**src/pkg/stp_pkg.sv**
```systemverilog
// Purpose: Shared constants and types of the serial transmit path
// Assumes: APB slave with 32-bit data, single clock pclk
// Notes:   Offsets are byte addresses of aligned words
package stp_pkg;

    ////////////////////////////////////////////////////////////////////////////
    // Register map
    localparam int         STP_AW       = 8;
    localparam int         STP_DW       = 32;
    localparam logic [7:0] STP_OFS_CTRL = 8'h00;
    localparam logic [7:0] STP_OFS_STAT = 8'h04;
    localparam logic [7:0] STP_OFS_MASK = 8'h08;
    localparam logic [7:0] STP_OFS_DATA = 8'h0C;
    localparam logic [7:0] STP_OFS_BAUD = 8'h10;

    ////////////////////////////////////////////////////////////////////////////
    // Field widths and codes
    localparam int         STP_DIV_W     = 12;
    localparam int         STP_CFG_W     = 10;
    localparam int         STP_STAT_W    = 3;
    localparam int         STP_CHR_W     = 9;
    localparam logic [2:0] STP_CSZ_MAX8  = 3'h3;
    localparam logic [2:0] STP_CSZ_NINE  = 3'h7;
    localparam logic [3:0] STP_BITS_MIN  = 4'h5;
    localparam logic [3:0] STP_BITS_MAX8 = 4'h8;
    localparam logic [3:0] STP_BITS_NINE = 4'h9;
    localparam logic [7:0] STP_BYTE_ONES = 8'hFF;

    ////////////////////////////////////////////////////////////////////////////
    // Timing: oversampling ticks per bit
    localparam logic [4:0] STP_OVS_NORM = 5'h10;
    localparam logic [4:0] STP_OVS_DBL  = 5'h08;

    ////////////////////////////////////////////////////////////////////////////
    // Types
    typedef struct packed {
        logic [2:0] csz;      // Character size code
        logic       ninth;    // Ninth data bit value
        logic       two_stop; // Two stop bits
        logic       par_odd;  // Odd parity
        logic       par_en;   // Parity enable bit
        logic       dbl;      // Double speed bit
        logic       sync;     // Synchronous mode
        logic       tx_en;    // Transmit enable
    } stp_cfg_t;

    typedef struct packed {
        logic eev;   // Buffer became empty, sticky
        logic txc;   // Transmit complete, sticky
        logic empty; // Buffer empty level
    } stp_stat_t;

    typedef enum logic [5:0] {
        STP_IDLE  = 6'h01,
        STP_ARM   = 6'h02,
        STP_START = 6'h04,
        STP_DATA  = 6'h08,
        STP_PAR   = 6'h10,
        STP_STOP  = 6'h20
    } stp_state_t;

    ////////////////////////////////////////////////////////////////////////////
    // Reset values
    localparam stp_cfg_t             STP_CFG_RST   = '0;
    localparam stp_stat_t            STP_MASK_RST  = '0;
    localparam logic [STP_DIV_W-1:0] STP_DIV_RST   = 12'h000;
    localparam logic                 STP_LINE_IDLE = 1'b1;
endpackage

```
**src/logic/stp_baud_gen.sv**
```systemverilog
// Purpose: Bit-rate tick from divisor and double-speed setting
// Assumes: Divisor is stable while a frame is sent
// Notes:   Tick is one pclk wide, held off in synchronous mode
`timescale 1ns/1ps
module stp_baud_gen #(
    parameter int DIV_W = stp_pkg::STP_DIV_W
) (
    // Clock and reset
    input  wire logic             pclk,
    input  wire logic             presetn,
    // Settings
    input  wire stp_pkg::stp_cfg_t cfg,
    input  wire logic [DIV_W-1:0] divisor,
    // Bit tick
    output logic                  tick
);
    import stp_pkg::*;

    logic [DIV_W-1:0] pre_q;
    logic [4:0]       ovs_q;
    logic [4:0]       ovs_last;
    logic             tick_q;

    // Double speed halves the samples per bit
    assign ovs_last = 5'((cfg.dbl ? STP_OVS_DBL : STP_OVS_NORM) - 5'h01);

    // Counting up tolerates a divisor change mid-count
    always_ff @(posedge pclk or negedge presetn) begin
        if (!presetn) begin
            pre_q  <= '0;
            ovs_q  <= '0;
            tick_q <= 1'b0;
        end else begin
            tick_q <= 1'b0;
            if (cfg.sync) begin
                pre_q <= '0;
                ovs_q <= '0;
            end else if (pre_q >= divisor) begin
                pre_q <= '0;
                if (ovs_q >= ovs_last) begin
                    ovs_q  <= '0;
                    tick_q <= 1'b1;
                end else begin
                    ovs_q <= 5'(ovs_q + 5'h01);
                end
            end else begin
                pre_q <= DIV_W'(pre_q + 1'b1);
            end
        end
    end

    assign tick = tick_q;
endmodule

```
**src/logic/stp_sync3.sv**
```systemverilog
// Purpose: Three-stage input synchroniser with agreement filter
// Assumes: Input is asynchronous to pclk
// Notes:   Output changes once stages two and three agree
`timescale 1ns/1ps
module stp_sync3 (
    // Clock and reset
    input  wire logic pclk,
    input  wire logic presetn,
    // Pin and filtered level
    input  wire logic d,
    output logic      q
);
    import stp_pkg::*;

    logic s1_q;
    logic s2_q;
    logic s3_q;
    logic q_q;

    // Stage one feeds stage two only
    always_ff @(posedge pclk or negedge presetn) begin
        if (!presetn) begin
            s1_q <= 1'b0;
            s2_q <= 1'b0;
            s3_q <= 1'b0;
        end else begin
            s1_q <= d;
            s2_q <= s1_q;
            s3_q <= s2_q;
        end
    end

    // Accept a change only when two late stages agree
    always_ff @(posedge pclk or negedge presetn) begin
        if (!presetn)
            q_q <= 1'b0;
        else if (s2_q == s3_q)
            q_q <= s3_q;
    end

    assign q = q_q;
endmodule

```
**src/logic/stp_tx_top.sv**
```systemverilog
// Purpose: Transmit path of a serial USART with APB registers
// Assumes: Software sets baud, mode and format before sending
// Notes:   One-deep buffer in front of the shift register
//
// Our own choices: the APB register port and the register offsets.
`timescale 1ns/1ps

// Notes on behaviour
// - Transmit enable hands the serial output pin to the transmitter.
// - Synchronous mode shifts bits on the external transfer clock pin.
// - Writing the data buffer register loads the buffer and starts sending.
// - Buffer moves to shifter at once if idle, else right after last stop.
// - A loaded shifter sends one full frame at the selected bit rate.
// - Unused high bits of short characters are ignored on write.
// - Nine-bit characters send the ninth-bit control value as bit nine.
// - Buffer-empty flag is set while the buffer holds no character.
// - Buffer-empty flag is clear while a character waits in the buffer.
// - Buffer-empty and transmit-complete flags can raise the interrupt.
// - Transmit-complete sets when the frame ends and no character waits.
// - Transmit-complete clears on interrupt service or on a written one.
// - With parity enabled, parity goes between last data and first stop.
// - Disable waits for pending frames, then releases the output pin.
module stp_tx_top (
    // Clock and reset
    input  wire logic                          pclk,
    input  wire logic                          presetn,
    // APB slave
    input  wire logic                          psel,
    input  wire logic                          penable,
    input  wire logic                          pwrite,
    input  wire logic [stp_pkg::STP_AW-1:0]    paddr,
    input  wire logic [stp_pkg::STP_DW-1:0]    pwdata,
    output logic      [stp_pkg::STP_DW-1:0]    prdata,
    output logic                               pready,
    output logic                               pslverr,
    // Serial pins
    output logic                               serial_out_pin,
    output logic                               serial_out_oe,
    input  wire logic                          ext_xfer_clock_pin,
    // Interrupt
    output logic                               irq,
    input  wire logic                          txc_int_ack
);
    import stp_pkg::*;

    ////////////////////////////////////////////////////////////////////////////
    // Declarations
    stp_cfg_t               cfg_q;
    stp_stat_t              mask_q;
    stp_stat_t              stat_now;
    stp_stat_t              w1c;
    stp_state_t             state_q;
    logic [STP_DIV_W-1:0]   div_q;
    logic [7:0]             buf_q;
    logic                   buf_full_q;
    logic                   en_eff_q;
    logic                   txc_q;
    logic                   eev_q;
    logic                   irq_q;
    logic [STP_CHR_W-1:0]   shift_q;
    logic [3:0]             bit_cnt_q;
    logic [3:0]             nbits_q;
    logic                   par_q;
    logic                   stop2_q;
    logic                   line_q;
    logic                   xck_prev_q;
    logic [STP_DW-1:0]      prdata_q;
    logic [STP_DW-1:0]      rdata_d;
    logic                   acc_wr;
    logic                   hit_ctrl;
    logic                   hit_stat;
    logic                   hit_mask;
    logic                   hit_data;
    logic                   hit_baud;
    logic                   mapped;
    logic                   baud_tick;
    logic                   xck_s;
    logic                   xck_rise;
    logic                   bit_tick;
    logic                   data_wr;
    logic                   load_idle;
    logic                   last_stop;
    logic                   frame_end;
    logic                   load_b2b;
    logic                   take;
    logic                   txc_set;
    logic                   last_bit;
    logic [3:0]             nb;
    logic [3:0]             nb8;
    logic [7:0]             wmask;
    logic                   nin;
    logic                   par_d;

    // Data bits for a size code; reserved codes act as eight
    function automatic logic [3:0] char_bits(input logic [2:0] csz);
        logic [3:0] n;
        n = STP_BITS_MAX8;
        if (csz == STP_CSZ_NINE)
            n = STP_BITS_NINE;
        else if (csz <= STP_CSZ_MAX8)
            n = 4'(STP_BITS_MIN + {1'b0, csz});
        return n;
    endfunction

    ////////////////////////////////////////////////////////////////////////////
    // APB decode; no wait states
    assign acc_wr   = psel && penable && pwrite;
    assign hit_ctrl = (paddr == STP_OFS_CTRL);
    assign hit_stat = (paddr == STP_OFS_STAT);
    assign hit_mask = (paddr == STP_OFS_MASK);
    assign hit_data = (paddr == STP_OFS_DATA);
    assign hit_baud = (paddr == STP_OFS_BAUD);
    assign mapped   = hit_ctrl || hit_stat || hit_mask || hit_data || hit_baud;
    assign pready   = 1'b1;
    assign pslverr  = psel && penable && !mapped;
    assign prdata   = prdata_q;
    assign w1c      = stp_stat_t'(pwdata[STP_STAT_W-1:0]);

    // Read mux; data register reads as zero
    always_comb begin
        rdata_d = '0;
        case (1'b1)
            hit_ctrl: rdata_d = STP_DW'(cfg_q);
            hit_stat: rdata_d = STP_DW'(stat_now);
            hit_mask: rdata_d = STP_DW'(mask_q);
            hit_baud: rdata_d = STP_DW'(div_q);
            default:  rdata_d = '0;
        endcase
    end

    // Read data captured in setup, stable through access
    always_ff @(posedge pclk or negedge presetn) begin
        if (!presetn)
            prdata_q <= '0;
        else if (psel && !penable && !pwrite)
            prdata_q <= rdata_d;
    end

    // Control, mask and divisor registers
    always_ff @(posedge pclk or negedge presetn) begin
        if (!presetn) begin
            cfg_q  <= STP_CFG_RST;
            mask_q <= STP_MASK_RST;
            div_q  <= STP_DIV_RST;
        end else if (acc_wr) begin
            if (hit_ctrl)
                cfg_q <= stp_cfg_t'(pwdata[STP_CFG_W-1:0]);
            if (hit_mask)
                mask_q <= stp_stat_t'(pwdata[STP_STAT_W-1:0]);
            if (hit_baud)
                div_q <= pwdata[STP_DIV_W-1:0];
        end
    end

    ////////////////////////////////////////////////////////////////////////////
    // Bit timing
    stp_baud_gen #(
        .DIV_W   (STP_DIV_W)
    ) u_baud (
        .pclk    (pclk),
        .presetn (presetn),
        .cfg     (cfg_q),
        .divisor (div_q),
        .tick    (baud_tick)
    );

    stp_sync3 u_xck_sync (
        .pclk    (pclk),
        .presetn (presetn),
        .d       (ext_xfer_clock_pin),
        .q       (xck_s)
    );

    // Edge seen on the filtered pin, never on the first stage
    always_ff @(posedge pclk or negedge presetn) begin
        if (!presetn)
            xck_prev_q <= 1'b0;
        else
            xck_prev_q <= xck_s;
    end

    assign xck_rise = xck_s && !xck_prev_q;
    assign bit_tick = cfg_q.sync ? xck_rise : baud_tick;

    ////////////////////////////////////////////////////////////////////////////
    // Transmit buffer
    assign nb      = char_bits(cfg_q.csz);
    assign nb8     = (nb > STP_BITS_MAX8) ? STP_BITS_MAX8 : nb;
    assign wmask   = STP_BYTE_ONES >> (4'(STP_BITS_MAX8 - nb8));
    assign data_wr = acc_wr && hit_data && en_eff_q;

    assign load_idle = (state_q == STP_IDLE) && buf_full_q && en_eff_q;
    assign last_stop = !cfg_q.two_stop || stop2_q;
    assign frame_end = (state_q == STP_STOP) && bit_tick && last_stop;
    assign load_b2b  = frame_end && buf_full_q;
    assign take      = load_idle || load_b2b;
    assign txc_set   = frame_end && !buf_full_q;

    // A write in the cycle of a move keeps the buffer full
    always_ff @(posedge pclk or negedge presetn) begin
        if (!presetn) begin
            buf_q      <= '0;
            buf_full_q <= 1'b0;
        end else if (data_wr) begin
            buf_q      <= pwdata[7:0] & wmask;
            buf_full_q <= 1'b1;
        end else if (take) begin
            buf_full_q <= 1'b0;
        end
    end

    // Stays on until shifter and buffer are both drained
    always_ff @(posedge pclk or negedge presetn) begin
        if (!presetn)
            en_eff_q <= 1'b0;
        else if (cfg_q.tx_en)
            en_eff_q <= 1'b1;
        else if ((state_q == STP_IDLE) && !buf_full_q)
            en_eff_q <= 1'b0;
    end

    ////////////////////////////////////////////////////////////////////////////
    // Frame sequencer
    assign last_bit = (bit_cnt_q == 4'(nbits_q - 4'h1));

    // ARM waits one tick so the start bit is full length
    always_ff @(posedge pclk or negedge presetn) begin
        if (!presetn) begin
            state_q <= STP_IDLE;
        end else begin
            case (state_q)
                STP_IDLE:  if (load_idle) state_q <= STP_ARM;
                STP_ARM:   if (bit_tick) state_q <= STP_START;
                STP_START: if (bit_tick) state_q <= STP_DATA;
                STP_DATA: begin
                    if (bit_tick && last_bit)
                        state_q <= cfg_q.par_en ? STP_PAR : STP_STOP;
                end
                STP_PAR:   if (bit_tick) state_q <= STP_STOP;
                STP_STOP: begin
                    if (frame_end)
                        state_q <= buf_full_q ? STP_START : STP_IDLE;
                end
                default:   state_q <= STP_IDLE;
            endcase
        end
    end

    // Ninth bit taken from control at the move into the shifter
    assign nin   = (cfg_q.csz == STP_CSZ_NINE) ? cfg_q.ninth : 1'b0;
    assign par_d = (^{nin, buf_q}) ^ cfg_q.par_odd;

    // Shift register, bit counter and stop-bit tracking
    always_ff @(posedge pclk or negedge presetn) begin
        if (!presetn) begin
            shift_q   <= '0;
            bit_cnt_q <= '0;
            nbits_q   <= STP_BITS_MAX8;
            par_q     <= 1'b0;
            stop2_q   <= 1'b0;
        end else if (take) begin
            shift_q   <= {nin, buf_q};
            bit_cnt_q <= '0;
            nbits_q   <= nb;
            par_q     <= par_d;
            stop2_q   <= 1'b0;
        end else if (bit_tick) begin
            if (state_q == STP_DATA) begin
                shift_q   <= shift_q >> 1;
                bit_cnt_q <= 4'(bit_cnt_q + 4'h1);
            end
            if (state_q == STP_STOP)
                stop2_q <= 1'b1;
        end
    end

    // Registered line level; all bits lag the state by one cycle
    always_ff @(posedge pclk or negedge presetn) begin
        if (!presetn) begin
            line_q <= STP_LINE_IDLE;
        end else begin
            case (state_q)
                STP_START: line_q <= 1'b0;
                STP_DATA:  line_q <= shift_q[0];
                STP_PAR:   line_q <= par_q;
                default:   line_q <= STP_LINE_IDLE;
            endcase
        end
    end

    assign serial_out_pin = line_q;
    assign serial_out_oe  = en_eff_q;

    ////////////////////////////////////////////////////////////////////////////
    // Flags and interrupt
    assign stat_now = '{eev: eev_q, txc: txc_q, empty: !buf_full_q};

    // Set wins over clear; the empty position ignores writes
    always_ff @(posedge pclk or negedge presetn) begin
        if (!presetn) begin
            txc_q <= 1'b0;
            eev_q <= 1'b0;
        end else begin
            if (txc_set)
                txc_q <= 1'b1;
            else if (txc_int_ack || (acc_wr && hit_stat && w1c.txc))
                txc_q <= 1'b0;
            if (take && !data_wr)
                eev_q <= 1'b1;
            else if (acc_wr && hit_stat && w1c.eev)
                eev_q <= 1'b0;
        end
    end

    // Level interrupt from any unmasked flag
    always_ff @(posedge pclk or negedge presetn) begin
        if (!presetn)
            irq_q <= 1'b0;
        else
            irq_q <= |(stat_now & mask_q);
    end

    assign irq = irq_q;
endmodule

```
**config.mk**
```make
export PLATFORM = sky130hd
export DESIGN_NAME = stp_tx_top
export DESIGN_NICKNAME = d
export VERILOG_FILES = /design/src/pkg/stp_pkg.sv /design/src/logic/stp_baud_gen.sv /design/src/logic/stp_sync3.sv /design/src/logic/stp_tx_top.sv
export SDC_FILE = /design/constraint.sdc
export NUM_CORES = 1
export LEC_CHECK = 0
export ABC_AREA = 1
export BUFFER_PORTS_ARGS = -buffer_cell sky130_fd_sc_hd__buf_4
export CAP_MARGIN = 15
export CORE_AREA = 2 2 123 125
export CTS_CLUSTER_SIZE = 12
export DETAILED_ROUTE_END_ITERATION = 6
export DIE_AREA = 0 0 125 127
export PLACE_DENSITY = 0.6
export SLEW_MARGIN = 25
export SYNTH_ARGS = -nofsm -noshare
export SYNTH_HDL_FRONTEND = slang
export SYNTH_SLANG_ARGS = --single-unit
```
**constraint.sdc**
```tcl
create_clock -name pclk -period 5.95 [get_ports pclk]
set_input_delay 0 -clock pclk [delete_from_list [all_inputs] [get_ports pclk]]
set_output_delay 0 -clock pclk [all_outputs]
set_load 0.02 [all_outputs]
```
==> results.cfg <==
[critical_path]
critPathCapture = buf_q[4]
worstSetupPathType = reg -> reg
crit_buf_inv = 2
cp_slowest_cell = dfrtp_1
worstSetupPathDepth = 11
crit_family = adder cells
path_cells = ha_1 -> ha_1 -> inv_1 -> nand2_1 -> inv_2 -> nand3_1 -> ha_1 -> nand3b_1 -> nand2_1 -> nand3_1 -> o21ai_0
worstSetupStartpoint = cfg_q[7]
r2r_cells = 11
cpPeakStageDelay_ns = 0.43
crit_path_start_kind = register
crit_top_cell = ha_1
reg2reg_from = cfg_q[7]
r2r_slack_ns = 3.73
arrival_ns = 2.49
crit_fanout = 5
critPathRequiredTime_ns = 6.22
crit_path_end_kind = register
r2r-end = buf_q[4]

[clocking]
htree_num_levels = 3
clk_latency_ns = 0.35
cts.sinks = 99
path_clk_slew_ns = 0.07
cts_buffers = 9
cts_buffer_depth = 2
cts_tree = yes
clock-root-buffer = clkbuf_16

[timing]
grt_setup_unrepaired = false
worstMarginPinSlew_ns = 0.898
setup_tns_ns = 0
slew_violations = 0
fmax_mhz = 450
layout_worst_path_cycle_share_pct = 37.4
maxSlewHeadroom_pct = 40.1
skew_ns = 0.00628
setup_viol = 0
min_period_ns = 2.22
finalHoldViolCount = 0

[cells_and_area]
synthToLayoutAreaGrowth_pct = 15.0
antennaDiodeCount = 0
layout_commonest_cell = nand2_1
multi_input_area_um2 = 2650
final_cell_mix = 196 x nand2_1, 96 x dfrtp_1, 84 x nor2_1
seqCellArea_um2 = 2480
drive_gt1_share_pct = 11.7
nNetsFinal = 842
final_util_pct = 45.2
fillers = 1428

[route]
routedWlPerCell_um = 12.5
drt-total-wl_um = 12000
via_count = 4547
viasPerCell = 4.74
dr.pass1.iters = 4
met3_length_um = 359
drc_errors = 0
drt_iter0_markers = 274
wl_met1_um = 5440
met2_length_um = 5970
dr.max_layer_used = met4
ant_nets = 0

[power]
powerDensity_nw_per_um2 = 283
power.share.clock_pct = 33.8
comb_power_share_pct = 21.7
intPower_w = 0.00130
swShare_pct = 29.6
power.switching_w = 0.000547
seq_power_share_pct = 44.4
finalPower_w = 0.00185
ir_drop_uv = 186
p_leak_nw = 3.38

[global_routing]
grt.total_usage_pct = 15.9
grt_pass1_vias = 4592
grt_remaining_overflow = 0
antenna_found_initial = 0
grt_start_max_net_pins = 73
grt_pass1_wl_um = 20800

[flow_run]
drv_cap = 0

[synthesis]
synth.cell_area_um2 = 5670
synth_area_leader_cell = dfrtp_1
yosysWarnings = 0
syn-instance-count = 715
ys_seq_area_share_pct = 43.8
async_reset_ff_share_pct = 100
synth_edf_count = 0
synth_cell_types = 44
synth_seq_cells = 99
synth_ff_type = dfrtp_1
yosys-top-cells-area = dfrtp_1 42%, nand2_1 13%, nor2_1 5.6%
synth_top_area_share_pct = 42.4
synth.avg_cell_area_um2 = 7.93

[floorplan]
rows = 44
start_util_pct = 39.3
die_area_um2 = 15900
io_pins = 84
die_h_um = 127
fp.dieW_um = 125
core_area_um2 = 14400

[run_status]
outcome = finished clean

[placement]
gp_congestion = 0.842
dpl.hpwl_um = 8950
numPortBuffers = 42

[worst_hold_path]
hp-class = in -> reg
-- layer usage --
metal / vias to the layer above / GRT usage, %
met5: - / 0
met4: 0 / 5.36
met3: 13 / 3.27
met2: 69 / 28.4
met1: 2120 / 19.3
li1: 2345 / -
-- worst min-delay path, delay by kind of cell --
family | cells | cell delay, ns
buffers and inverters | 2 | 0.18
AO/OA/AOI/OAI | 1 | 0.18
-- layout make-up --
type | instances | area share (%)
well taps | 184 | 3.53
clock inverters | 4 | 1.17
repair buffers | 61 | 7.71
inverters | 90 | 5.22
multi-input cells | 511 | 40.6
flip-flops and latches | 99 | 38.1
clock buffers | 10 | 3.67
-- registers in the layout, summed over array words and instances (netlist names), 3 cells and up --
signal        count
bit_cnt_q         4
buf_q             8
cfg_q            10
div_q            12
mask_q            3
nbits_q           4
prdata           12
shift_q           9
state_q           6
u_baud.ovs_q      5
u_baud.pre_q     12
-- cells by family after synthesis --
kind of cell / share of synthesized area [%]
compound gates: 7.53
xor+xnor: 3.25
fa+ha+maj: 5.25
buf+inv: 10.7
flops: 43.8
other cells: 0.132
simple gates: 29.3
-- power groups by stage --
stage | Clock [W] | Sequential [W] | Combinational, W
2_1_floorplan | 0 | 0.000827 | 0.000301
3_3_place_gp | 0 | 0.000830 | 0.000382
3_5_place_dp | 0 | 0.000832 | 0.000396
4_1_cts | 0.000642 | 0.000820 | 0.000406
5_1_grt | 0.000666 | 0.000834 | 0.000472
6_report | 0.000625 | 0.000820 | 0.000401
-- worst min path at each step --
stage,from,end,slack (ns),depth (start not counted)
final,pwdata[2],mask_q[2],0.05,3
after global routing,pwdata[2],cfg_q[2],0.08,3
after CTS,pwdata[2],mask_q[2],0.04,3
after detailed placement,presetn,state_q[2],-0.06,1
after global placement,presetn,state_q[3],-0.06,1
after floorplan,presetn,bit_cnt_q[0],-0.30,0
-- stage by stage --
step	setup WS [ns]	std cells	area (um2)	hold slack, ns
final	3.73	959	6520	0.0505
after global routing	3.57	959	6520	0.0757
after global placement	3.87	927	6020	-0.0642
after CTS	3.74	959	6520	0.0417
after floorplan	4.03	734	5740	-0.296
after detailed placement	3.77	927	6020	-0.0605
-- synthesized netlist by cell type (6+ instances only) --
cell type  number
inv_1          83
nand4_1        19
o21ai_0        34
nand3_1        42
ha_1           23
xor2_1         13
buf_6           7
a2bb2oi_1       7
xnor2_1         8
nor2_1         84
dfrtp_1        96
o21ai_1         6
nand2_1       196
a21oi_1        17
buf_4          22
-- timing repair --
item,4_1_cts,5_1_grt
hold buffers,18,0
endpoints found under the hold margin,59,0
resized for setup,0,0
buffers inserted,0,0
(Power assumes the default switching activity.)
